`src/hw/admdr_defines.vh`:
```
// constants for the main digital control register bank
`ifndef ADMDR_DEFINES_VH
`define ADMDR_DEFINES_VH

// ----------------------------------------------------------------
// register indices (byte address = index * 4)
// ----------------------------------------------------------------
`define ADMDR_IDX_FMODE     8'h41
`define ADMDR_IDX_ZONE      8'h42
`define ADMDR_IDX_GAINV     8'h44
`define ADMDR_IDX_DECIM     8'h4D
`define ADMDR_IDX_ZONE_EN   8'h4E
`define ADMDR_IDX_GAIN_CTL  8'h52
`define ADMDR_IDX_REO_COMP  8'h72
`define ADMDR_IDX_REO_MAP   8'h73
`define ADMDR_IDX_LSB_EN    8'hAB
`define ADMDR_IDX_LSB_SRC   8'hAD
`define ADMDR_IDX_DIG_RST   8'hF7
`define ADMDR_IDX_STATUS    8'hF0

// ----------------------------------------------------------------
// field positions
// ----------------------------------------------------------------
`define ADMDR_BIT_DEC_EN    3
`define ADMDR_BIT_FMODE_HI  4
`define ADMDR_BIT_ZONE_EN   7
`define ADMDR_BIT_GAIN_EN   0
`define ADMDR_BIT_REO_A     7
`define ADMDR_BIT_REO_B     3
`define ADMDR_BIT_LSB_EN    0
`define ADMDR_BIT_DIG_RST   0

// ----------------------------------------------------------------
// reset values and codes
// ----------------------------------------------------------------
`define ADMDR_RST_BYTE      8'h00
`define ADMDR_RST_WORD      32'h0000_0000
`define ADMDR_FMODE_LP      4'hA
`define ADMDR_FMODE_HP      4'hE
`define ADMDR_ZONE_FIRST    3'h0
`define ADMDR_ZONE_THIRD    3'h2
`define ADMDR_GAIN_UNITY    7'h20
`define ADMDR_LSB_FULL      2'h0
`define ADMDR_LSB_FAST_OVERRANGE_FLAG      2'h3

`endif

```
`src/hw/admdr_sync.v`:
```
// three-stage pin synchroniser with agreement filter
`timescale 1ns/100ps
module admdr_sync #(
    parameter WIDTH = 1
) (
    input  wire             mclk,
    input  wire             rst,
    input  wire [WIDTH-1:0] pin,
    output reg  [WIDTH-1:0] level
);

    reg [WIDTH-1:0] stage1;
    reg [WIDTH-1:0] stage2;
    reg [WIDTH-1:0] stage3;
    integer         i;

    // first stage feeds only the second one
    always @(posedge mclk) begin
        if (rst) begin
            stage1 <= {WIDTH{1'b0}};
            stage2 <= {WIDTH{1'b0}};
            stage3 <= {WIDTH{1'b0}};
            level  <= {WIDTH{1'b0}};
        end else begin
            stage1 <= pin;
            stage2 <= stage1;
            stage3 <= stage2;
            for (i = 0; i < WIDTH; i = i + 1) begin
                if (stage2[i] == stage3[i]) begin
                    level[i] <= stage3[i];
                end
            end
        end
    end

endmodule // admdr_sync

```
`src/hw/admdr_chan.v`:
```
// one output channel: lsb replacement by fast overrange
`timescale 1ns/100ps
module admdr_chan (
    input  wire        mclk,
    input  wire        rst,
    input  wire        clr,
    input  wire [15:0] data_in,
    input  wire        fast_overrange_flag,
    input  wire        replace_lsb,
    output reg  [15:0] data_out
);

    // clr is the self-clearing logic reset; flushes the output word
    always @(posedge mclk) begin
        if (rst || clr) begin
            data_out <= 16'h0000;
        end else if (replace_lsb) begin
            data_out <= {data_in[15:1], fast_overrange_flag};
        end else begin
            data_out <= data_in;
        end
    end

endmodule // admdr_chan

```
`src/hw/admdr_regs.v`:
```
// main digital control register bank with wishbone slave
`timescale 1ns/100ps
`include "admdr_defines.vh"

// Summary of operation
// decimation enable bit 3 decides if filter mode field drives filter
// zone enable bit 7 decides if zone field reaches interleave correction
// gain enable bit 0 passes programmed gain, else gain disabled
// reorder active only when both write-only reorder bits are set
// low-bit override enable lets source field put overrange on lsb
// source 00 passes full data, 11 puts each overrange flag on lsb
// writing 1 to reset bit pulses logic reset, zone logic untouched
// software writes zero to reserved bits; all fields reset to zero
// filter low-pass by default; 1010 low-pass, 1110 high-pass, else bad
// zone codes 000, 001, 010 are first, second, third zone
// seven-bit gain scales data as 20 log10(value / 32) dB
// reset bit clears itself one cycle after the write
module admdr_regs (
    input  wire        mclk,
    input  wire        rst,
    input  wire        wb_cyc_i,
    input  wire        wb_stb_i,
    input  wire        wb_we_i,
    input  wire [31:0] wb_adr_i,
    input  wire [3:0]  wb_sel_i,
    input  wire [31:0] wb_dat_i,
    output reg  [31:0] wb_dat_o,
    output reg         wb_ack_o,
    input  wire [15:0] ch_a_data_in,
    input  wire [15:0] ch_b_data_in,
    input  wire [1:0]  fast_overrange_pin,
    output wire [15:0] ch_a_data_out,
    output wire [15:0] ch_b_data_out,
    output reg         filter_highpass,
    output reg         filter_mode_bad,
    output reg         zone_select_active,
    output reg  [2:0]  zone_applied,
    output reg         gain_active,
    output reg  [6:0]  gain_applied,
    output reg         reorder_active,
    output reg  [7:0]  lane_reorder_map_out,
    output reg         logic_block_reset
);

    // ------------------------------------------------------------
    // register storage
    // ------------------------------------------------------------
    reg        decimation_ctrl_enable;
    reg  [3:0] filter_mode_select;
    reg        zone_enable;
    reg  [2:0] zone_code;
    reg  [6:0] gain_value;
    reg        gain_enable;
    reg        reorder_wo_gain;
    reg        reorder_wo_comp;
    reg  [7:0] lane_reorder_map;
    reg        low_bit_enable;
    reg  [1:0] low_bit_source;
    reg        reset_pending;
    reg        replace_lsb;

    wire [7:0] reg_index;
    wire [7:0] wr_byte;
    wire       bus_req;
    wire       wr_commit;
    wire [1:0] fast_overrange_flag;
    reg  [7:0] next_rd_byte;

    assign reg_index = wb_adr_i[9:2];
    assign wr_byte   = wb_dat_i[7:0];
    assign bus_req   = wb_cyc_i && wb_stb_i;
    // writes land on the edge where the master sees ack high
    assign wr_commit = bus_req && wb_we_i && wb_ack_o && wb_sel_i[0];

    // ------------------------------------------------------------
    // overrange pins come from outside the clock domain
    // ------------------------------------------------------------
    admdr_sync #(
        .WIDTH (2)
    ) u_fast_overrange_flag_sync (
        .mclk  (mclk),
        .rst   (rst),
        .pin   (fast_overrange_pin),
        .level (fast_overrange_flag)
    );

    // ------------------------------------------------------------
    // bus handshake: one wait state, ack drops after one cycle
    // ------------------------------------------------------------
    always @(posedge mclk) begin
        if (rst) begin
            wb_ack_o <= 1'b0;
            wb_dat_o <= `ADMDR_RST_WORD;
        end else begin
            wb_ack_o <= bus_req && !wb_ack_o;
            if (bus_req && !wb_ack_o && !wb_we_i) begin
                wb_dat_o <= {24'h000000, next_rd_byte};
            end else begin
                wb_dat_o <= `ADMDR_RST_WORD;
            end
        end
    end

    // ------------------------------------------------------------
    // read decode; write-only bits and unmapped indices read zero
    // ------------------------------------------------------------
    always @* begin
        next_rd_byte = `ADMDR_RST_BYTE;
        if (reg_index == `ADMDR_IDX_FMODE) begin
            next_rd_byte[`ADMDR_BIT_FMODE_HI] = filter_mode_select[3];
            next_rd_byte[2:0] = filter_mode_select[2:0];
        end else if (reg_index == `ADMDR_IDX_ZONE) begin
            next_rd_byte[2:0] = zone_code;
        end else if (reg_index == `ADMDR_IDX_GAINV) begin
            next_rd_byte[6:0] = gain_value;
        end else if (reg_index == `ADMDR_IDX_DECIM) begin
            next_rd_byte[`ADMDR_BIT_DEC_EN] = decimation_ctrl_enable;
        end else if (reg_index == `ADMDR_IDX_ZONE_EN) begin
            next_rd_byte[`ADMDR_BIT_ZONE_EN] = zone_enable;
        end else if (reg_index == `ADMDR_IDX_GAIN_CTL) begin
            next_rd_byte[`ADMDR_BIT_GAIN_EN] = gain_enable;
        end else if (reg_index == `ADMDR_IDX_REO_MAP) begin
            next_rd_byte = lane_reorder_map;
        end else if (reg_index == `ADMDR_IDX_LSB_EN) begin
            next_rd_byte[`ADMDR_BIT_LSB_EN] = low_bit_enable;
        end else if (reg_index == `ADMDR_IDX_LSB_SRC) begin
            next_rd_byte[1:0] = low_bit_source;
        end else if (reg_index == `ADMDR_IDX_STATUS) begin
            next_rd_byte = {fast_overrange_flag, logic_block_reset,
                            replace_lsb, reorder_active,
                            zone_select_active, filter_mode_bad,
                            filter_highpass};
        end
    end

    // ------------------------------------------------------------
    // register writes
    // ------------------------------------------------------------
    // reserved bits are dropped; software must write them as zero
    always @(posedge mclk) begin
        if (rst) begin
            decimation_ctrl_enable <= 1'b0;
        end else if (wr_commit && reg_index == `ADMDR_IDX_DECIM) begin
            decimation_ctrl_enable <= wr_byte[`ADMDR_BIT_DEC_EN];
        end
    end

    always @(posedge mclk) begin
        if (rst) begin
            filter_mode_select <= 4'h0;
        end else if (wr_commit && reg_index == `ADMDR_IDX_FMODE) begin
            filter_mode_select <= {wr_byte[`ADMDR_BIT_FMODE_HI],
                                   wr_byte[2:0]};
        end
    end

    always @(posedge mclk) begin
        if (rst) begin
            zone_enable <= 1'b0;
        end else if (wr_commit && reg_index == `ADMDR_IDX_ZONE_EN) begin
            zone_enable <= wr_byte[`ADMDR_BIT_ZONE_EN];
        end
    end

    always @(posedge mclk) begin
        if (rst) begin
            zone_code <= 3'h0;
        end else if (wr_commit && reg_index == `ADMDR_IDX_ZONE) begin
            zone_code <= wr_byte[2:0];
        end
    end

    always @(posedge mclk) begin
        if (rst) begin
            gain_value <= 7'h00;
        end else if (wr_commit && reg_index == `ADMDR_IDX_GAINV) begin
            gain_value <= wr_byte[6:0];
        end
    end

    always @(posedge mclk) begin
        if (rst) begin
            gain_enable     <= 1'b0;
            reorder_wo_gain <= 1'b0;
        end else if (wr_commit && reg_index == `ADMDR_IDX_GAIN_CTL) begin
            gain_enable     <= wr_byte[`ADMDR_BIT_GAIN_EN];
            reorder_wo_gain <= wr_byte[`ADMDR_BIT_REO_A];
        end
    end

    always @(posedge mclk) begin
        if (rst) begin
            reorder_wo_comp <= 1'b0;
        end else if (wr_commit && reg_index == `ADMDR_IDX_REO_COMP) begin
            reorder_wo_comp <= wr_byte[`ADMDR_BIT_REO_B];
        end
    end

    always @(posedge mclk) begin
        if (rst) begin
            lane_reorder_map <= `ADMDR_RST_BYTE;
        end else if (wr_commit && reg_index == `ADMDR_IDX_REO_MAP) begin
            lane_reorder_map <= wr_byte;
        end
    end

    always @(posedge mclk) begin
        if (rst) begin
            low_bit_enable <= 1'b0;
        end else if (wr_commit && reg_index == `ADMDR_IDX_LSB_EN) begin
            low_bit_enable <= wr_byte[`ADMDR_BIT_LSB_EN];
        end
    end

    always @(posedge mclk) begin
        if (rst) begin
            low_bit_source <= 2'h0;
        end else if (wr_commit && reg_index == `ADMDR_IDX_LSB_SRC) begin
            low_bit_source <= wr_byte[1:0];
        end
    end

    // ------------------------------------------------------------
    // self-clearing logic reset
    // ------------------------------------------------------------
    // one-cycle pulse; a later write of 1 fires it again
    always @(posedge mclk) begin
        if (rst) begin
            reset_pending     <= 1'b0;
            logic_block_reset <= 1'b0;
        end else begin
            reset_pending <= wr_commit &&
                             reg_index == `ADMDR_IDX_DIG_RST &&
                             wr_byte[`ADMDR_BIT_DIG_RST];
            logic_block_reset <= reset_pending && !logic_block_reset;
        end
    end

    // ------------------------------------------------------------
    // datapath steering
    // ------------------------------------------------------------
    // zone state sits outside the logic reset on purpose: the
    // interleave correction must keep its setting across it
    always @(posedge mclk) begin
        if (rst) begin
            zone_select_active <= 1'b0;
            zone_applied       <= `ADMDR_ZONE_FIRST;
        end else begin
            zone_select_active <= zone_enable;
            if (zone_enable && zone_code <= `ADMDR_ZONE_THIRD) begin
                zone_applied <= zone_code;
            end else begin
                zone_applied <= `ADMDR_ZONE_FIRST;
            end
        end
    end

    always @(posedge mclk) begin
        if (rst || logic_block_reset) begin
            filter_highpass      <= 1'b0;
            filter_mode_bad      <= 1'b0;
            gain_active          <= 1'b0;
            gain_applied         <= `ADMDR_GAIN_UNITY;
            reorder_active       <= 1'b0;
            lane_reorder_map_out <= `ADMDR_RST_BYTE;
            replace_lsb          <= 1'b0;
        end else begin
            // unsupported codes fall back to low-pass and raise a flag
            filter_highpass <= decimation_ctrl_enable &&
                filter_mode_select == `ADMDR_FMODE_HP;
            filter_mode_bad <= decimation_ctrl_enable &&
                filter_mode_select != `ADMDR_FMODE_HP &&
                filter_mode_select != `ADMDR_FMODE_LP;
            gain_active <= gain_enable;
            // unity code 32 gives 0 dB downstream
            gain_applied <= gain_enable ? gain_value
                                        : `ADMDR_GAIN_UNITY;
            reorder_active <= reorder_wo_gain && reorder_wo_comp;
            lane_reorder_map_out <= (reorder_wo_gain && reorder_wo_comp)
                ? lane_reorder_map : `ADMDR_RST_BYTE;
            replace_lsb <= low_bit_enable &&
                low_bit_source == `ADMDR_LSB_FAST_OVERRANGE_FLAG;
        end
    end

    // ------------------------------------------------------------
    // output channels
    // ------------------------------------------------------------
    admdr_chan u_chan_a (
        .mclk                (mclk),
        .rst                 (rst),
        .clr                 (logic_block_reset),
        .data_in             (ch_a_data_in),
        .fast_overrange_flag (fast_overrange_flag[0]),
        .replace_lsb         (replace_lsb),
        .data_out            (ch_a_data_out)
    );

    admdr_chan u_chan_b (
        .mclk                (mclk),
        .rst                 (rst),
        .clr                 (logic_block_reset),
        .data_in             (ch_b_data_in),
        .fast_overrange_flag (fast_overrange_flag[1]),
        .replace_lsb         (replace_lsb),
        .data_out            (ch_b_data_out)
    );

endmodule // admdr_regs

```
`config.mk`:
```
export PLATFORM = sky130hd
export DESIGN_NAME = admdr_regs
export DESIGN_NICKNAME = d
export VERILOG_FILES = /design/src/hw/admdr_sync.v /design/src/hw/admdr_chan.v /design/src/hw/admdr_regs.v
export VERILOG_INCLUDE_DIRS = /design/src /design/src/hw
export SDC_FILE = /design/constraint.sdc
export NUM_CORES = 1
export LEC_CHECK = 0
export BUFFER_PORTS_ARGS = -buffer_cell sky130_fd_sc_hd__buf_2
export CORE_UTILIZATION = 40
export CTS_BUF_LIST = sky130_fd_sc_hd__clkbuf_4 sky130_fd_sc_hd__clkbuf_8 sky130_fd_sc_hd__clkbuf_16
export CTS_CLUSTER_SIZE = 20
export DETAILED_ROUTE_END_ITERATION = 6
export GPL_ROUTABILITY_DRIVEN = 0
export PLACE_DENSITY = 0.75
export SYNTH_ARGS = -nofsm -noshare
export SYNTH_HDL_FRONTEND = slang
export SYNTH_SLANG_ARGS = --single-unit
```
`constraint.sdc`:
```
create_clock -name mclk -period 2 [get_ports mclk]
set_clock_uncertainty 0.05 [all_clocks]
set_input_delay 0.4 -clock mclk [delete_from_list [all_inputs] [get_ports mclk]]
set_output_delay 0.4 -clock mclk [all_outputs]
set_load 0.05 [all_outputs]
```
* Yosys cells after proc, flatten, opt, wreduce, memory -nomap -nowiden
Cells that the tools add are included.
** Storage, ports and cells
- Register bits after elaboration :: 129
- Output and inout port bits :: 89
- Logic and storage cells :: 126
- Input bits :: 107
** Operators by class
- Order comparisons :: 1
- Bitwise operators :: 4
- Eq/ne operators :: 18
- Mux-type cells :: 34
- Reductions and logical operators :: 35
** Operators by type and width (count)
- $mux W7 :: 11
- $eq A8 B7 Y1 const B :: 8
- $mux W8 :: 8
- $eq A8 B8 Y1 const B :: 4
- $logic_and A1 B1 Y1 :: 25
- $mux W3 :: 3
- $mux W1 :: 8
- $ne A4 B4 Y1 const B :: 2
- $reduce_or A2 Y1 :: 4
- $mux W6 :: 1
- $reduce_or A6 Y1 :: 1
- $mux W5 :: 1
- $eq A4 B4 Y1 const B :: 1
- $mux W4 :: 1
- $not A1 Y1 :: 4
- $reduce_or A4 Y1 :: 1
- $le A3 B2 Y1 const B :: 1
- $logic_not A1 Y1 :: 3
- $eq A1 B1 Y1 :: 2
- $eq A2 B2 Y1 const B :: 1
- $mux W2 :: 1
- $logic_or A1 B1 Y1 :: 1

* Longest topological paths before layout
- Word-level depth :: 24
- Gate-level depth with buffers :: 7
- Depth with buffers taken out :: 5

* Hierarchy
Synthesis repeated with hierarchy kept, for this count alone.
** Second synthesis, totals
- Cells, all modules :: 403
- Area total of the unflattened synthesis :: 3892.5 sq um
** By module, submodules not included
- admdr_regs :: area an instance 2741.4 sq um, times used 1, sequential area each 1301.2 sq um, cells each 313
- admdr_chan :: area an instance 461.7 sq um, times used 2, sequential area each 320.3 sq um, cells each 35
- admdr_sync :: area an instance 227.7 sq um, times used 1, sequential area each 160.2 sq um, cells each 20

* Worst setup path before layout
No wires, ideal clock.
- Kind :: input to register
- Start point :: input wb_adr_i[2]
- End point :: register zone_code[0]
- Path buffers :: 1
- Slack :: 91 ps
- Required time :: 1822 ps
- Stages on the path :: 6
- Library setup time :: 128 ps
- Arrival :: 1731 ps
- Path through :: buf_2 -> or4b_1 -> nor3_1 -> nand2b_1 -> mux2i_1 -> nor2_1
** Between the ends
- Word-level cells in the longest chain between the ends :: 2
** Ends and longest elaborated chain
- start: declaration :: line admdr_regs.v:24 : input wire [31:0] wb_adr_i,
- $eq A8 B7 Y1 (no source line)
- $logic_and A1 B1 Y1 (no source line)
- end signal: assignment :: line admdr_regs.v:169 : zone_code <= wr_byte[2:0];
- end: declaration :: line admdr_regs.v:51 : reg [2:0] zone_code;
Every way passes these cells.
A chain may end at the register's enable or synchronous reset.

* Worst setup path in the final report
- Start point :: input wb_adr_i[7]
- End point :: register gain_value[5]
** Between the ends
- Word-level cells in the longest chain between the ends :: 2
** Ends and longest elaborated chain
- $eq A8 B7 Y1 (no source line)
- $logic_and A1 B1 Y1 (no source line)
- end signal: assignment :: line admdr_regs.v:177 : gain_value <= wr_byte[6:0];
- end: declaration :: line admdr_regs.v:52 : reg [6:0] gain_value;
Every way passes these cells.

==> summary.md <==
| Metric | Value |
|---|---|
| Vias per Instance | 4.83 |
| Largest net degree at the start of global routing | 44 |
| PD cells | 807 mW/mm² |
| Final period utilization | 89.0% |
| Seq/Total Area, Yosys | 55.4% |
| RSZ-0062 raised after global routing | no |
| Syn avg cell area | 9.75 µm² |
| Total CTS buffers | 9 |
| Initial Util | 41.2% |
| Row Count | 35 |
| TritonCTS Sinks | 105 |
| Net count, final | 641 |
| Crit Path Max Fanout | 7 |
| Post-synth EDFFs | 0 |
| Setup crit end kind | flip-flop |
| Cells on worst reg2reg path | 4 |
| Post-layout minimum cycle time | 1.78 ns |
| Post-synth top area share | 55.4% |
| Post-Syn Instances | 389 |
| P_leak | 2.18 nW |
| Synth cell types | 39 |
| Pre-CTS setup slack | -0.186 ns |
| Layout cells sized above 1 | 32.7% |
| CP required | 2.18 ns |
| Crit start category | input pin |
| Fmax achieved | 0.562 GHz |
| Tot Pwr | 3.88 mW |
| Most used cell, CP | nand2_1 |
| Maximum vdd ir drop | 0.396 mV |
| DP HPWL | 6560 µm |
| Hold WS | 0.175 ns |
| HP Class | input pin to flip-flop |
| Slowest stage cell, crit path | or4b_1 |
| Hold_buf cts | 0 |
| Worst hold endpoint | wb_ack_o$_SDFF_PP0_ |
| Main synth FF type | dfxtp_1 |
| Hold-critical path depth | 2 |
| Via Count | 3138 |
| Antenna diode count | 0 |
| IO Pins | 196 |
| First drt pass iteration count | 4 |
| Max-cap violations | 0 |
| Max stage delay on crit path | 0.51 ns |
| Cell area after synthesis | 0.00379 mm² |
| Initial antenna violation count | 0 |
| WL final | 8600 µm |
| # DRC | 0 |
| DR iter-0 viols | 174 |
| TritonCTS clock tree | done |
| Routed Antenna Nets | 0 |
| Fin. max-slew vios | 0 |
| Setup WS post-layout | 0.220 ns |
| Share of synthesized registers carrying an async set or reset | 0% |
| Die ar. | 0.00987 mm² |
| Synth Register Bits | 105 |
| Global Route Usage Sum | 17.4% |
| Synth top area cells | dfxtp_1, and2_1, nand2_1, buf_4, a21oi_1 |
| H-tree depth | 3 |
| Worst setup path category | input pin to flip-flop |
| Final core occ | 52.3% |
| CTS Buffer Depth | 2 |
| Yosys warns | 0 |
| Area leader, netlist | dfxtp_1 |
| Final setup fails | 0 |
| Chip Height | 99.4 µm |
| Status | completed |
| Post-CTS resize count | 0 |
| Drt wl/cell | 13.2 µm |
| Core Area | 0.00920 mm² |
| Fin. Hold Viols | 0 |
| Area growth syn-to-layout | 26.8% |
| Clk_lat worst skew | 0.36 ns |
| Reg2reg start | wb_ack_o$_SDFF_PP0_ |
| First-pass GRT wire length | 13300 µm |
| Clock root buffer | clkbuf_8 |
| Post-CTS setup buffer count | 0 |
| End of the worst register-to-register path | wb_dat_o[7]$_SDFF_PP0_ |
| Fillers | 831 |
| Worst Path Arrival | 1.96 ns |
| Crit-path cells | buf_2 > or4b_1 > buf_4 > nor4_4 > nand2_1 > nand2_1 > a21oi_1 |
| Reg clk slew, reported paths | 0.10 ns |
| Die W | 99.4 µm |
| Setup slack, reg-to-reg | 0.39 ns |
| Vias in the first global route | 2793 |
| Min-Delay Startpoint | rst |
| Grt total ovfl | 0 |
| Port Buffers | 120 |
-- metrics by stage --
stage | cells | cell area [µm²] | setup TNS [ns]
2_1_floorplan | 413 | 3880 | 0
3_3_place_gp | 634 | 4610 | -1.25
3_5_place_dp | 634 | 4610 | -1.66
4_1_cts | 650 | 4810 | 0
5_1_grt | 650 | 4810 | 0
6_report | 650 | 4810 | 0
-- critical path: cells and delay by family --
| kind | cells | cell delay (ns) |
|---|---|---|
| AND/OR/NAND/NOR | 4 | 1.20 |
| AO/OA/AOI/OAI | 1 | 0.07 |
| buffers and inverters | 2 | 0.29 |
-- report_power, final --
group | internal, mW | switching (mW)
Clock | 0.589 | 0.705
Combinational | 0.113 | 0.330
Sequential | 2.13 | 0.00881
-- layout make-up --
| type | instances | area, µm² | area share [%] |
|---|---|---|---|
| tap | 111 | 139 | 2.89 |
| clock buffer | 9 | 124 | 2.58 |
| inverter | 3 | 11.3 | 0.234 |
| sequential | 105 | 2100 | 43.7 |
| timing repair buffer | 152 | 853 | 17.8 |
| multi-input combinational | 263 | 1500 | 31.2 |
| clock inverter | 7 | 76.3 | 1.59 |
-- layer usage --
metal	vias up	global-route usage (%)	share of wire [%]
met1	1419	20.1	41
met2	156	29.7	49
met3	13	4.43	8.1
met4	0	9.16	2.2
li1	1550	-	-
met5	-	0	0
-- synth_stat cells (2+ instances only) --
cell type  number
a21oi_1        32
a222oi_1        4
a22oi_1         5
a32o_1          2
and2_1         41
and3_1          7
and3b_1         3
buf_2           3
buf_4          25
buf_6           2
clkbuf_1       12
dfxtp_1       105
inv_1           3
mux2i_1        10
nand2_1        51
nand2b_1        7
nand3_1        18
nor2_1         15
nor2b_1         8
nor3_1          9
nor3b_1         4
nor4_2          2
o21ai_0         3
or3_1           2
or4b_1          2
-- sequential cells by signal (all words and copies together) (netlist names), 2 cells and up --
| signal | cells |
|---|---|
| u_fast_overrange_flag_sync.stage2 | 2 |
| u_fast_overrange_flag_sync.stage1 | 2 |
| u_chan_a.data_out | 16 |
| lane_reorder_map | 8 |
| zone_code | 3 |
| wb_dat_o | 8 |
| u_fast_overrange_flag_sync.level | 2 |
| gain_value | 7 |
| u_fast_overrange_flag_sync.stage3 | 2 |
| lane_reorder_map_out | 8 |
| zone_applied | 3 |
| low_bit_source | 2 |
| u_chan_b.data_out | 16 |
| filter_mode_select | 4 |
| gain_applied | 7 |
-- kinds of logic (layout without fill, tap and decap cells) --
group | count (synthesis) | after routing | share of synthesized area [%]
compound gates | 48 | 48 | 7.69
buf+inv | 45 | 171 | 7.43
flops | 105 | 105 | 55.4
mux | 10 | 10 | 2.64
other cells | 1 | 25 | 0.0989
simple gates | 180 | 180 | 26.7
-- cell usage in the layout, fill, tap and decap left out, types with 2 or more instances in the layout --
cell type | synthesis | routed
and3b_1 | 3 | 3
nor4_2 | 2 | 2
and2_1 | 41 | 41
nor2_1 | 15 | 14
and3_1 | 7 | 7
inv_6 | 0 | 3
conb_1 | 1 | 25
buf_4 | 25 | 31
dfxtp_1 | 105 | 105
nand3_1 | 18 | 18
mux2i_1 | 10 | 10
a21oi_1 | 32 | 32
nor3b_1 | 4 | 4
buf_2 | 3 | 120
a222oi_1 | 4 | 4
clkinvlp_4 | 0 | 2
clkbuf_8 | 0 | 9
or3_1 | 2 | 2
nand2_1 | 51 | 51
a32o_1 | 2 | 2
nor3_1 | 9 | 9
nor2b_1 | 8 | 8
a22oi_1 | 5 | 5
o21ai_0 | 3 | 3
inv_1 | 3 | 3
or4b_1 | 2 | 2
nand2b_1 | 7 | 7
-- worst max-delay path by stage --
stage | startpoint | to | slack (ns) | depth (start not counted)
detailed placement | wb_adr_i[7] | gain_value[2]$_SDFFE_PP0P_ | -0.19 | 7
CTS | wb_adr_i[7] | gain_value[2]$_SDFFE_PP0P_ | 0.22 | 7
finish | wb_adr_i[7] | gain_value[5]$_SDFFE_PP0P_ | 0.22 | 7
floorplan | wb_adr_i[2] | zone_code[0]$_SDFFE_PP0P_ | 0.09 | 6
global placement | wb_adr_i[7] | gain_value[5]$_SDFFE_PP0P_ | -0.14 | 7
global route | wb_adr_i[7] | gain_value[3]$_SDFFE_PP0P_ | 0.15 | 7
Power figures use the tool's default switching activity.
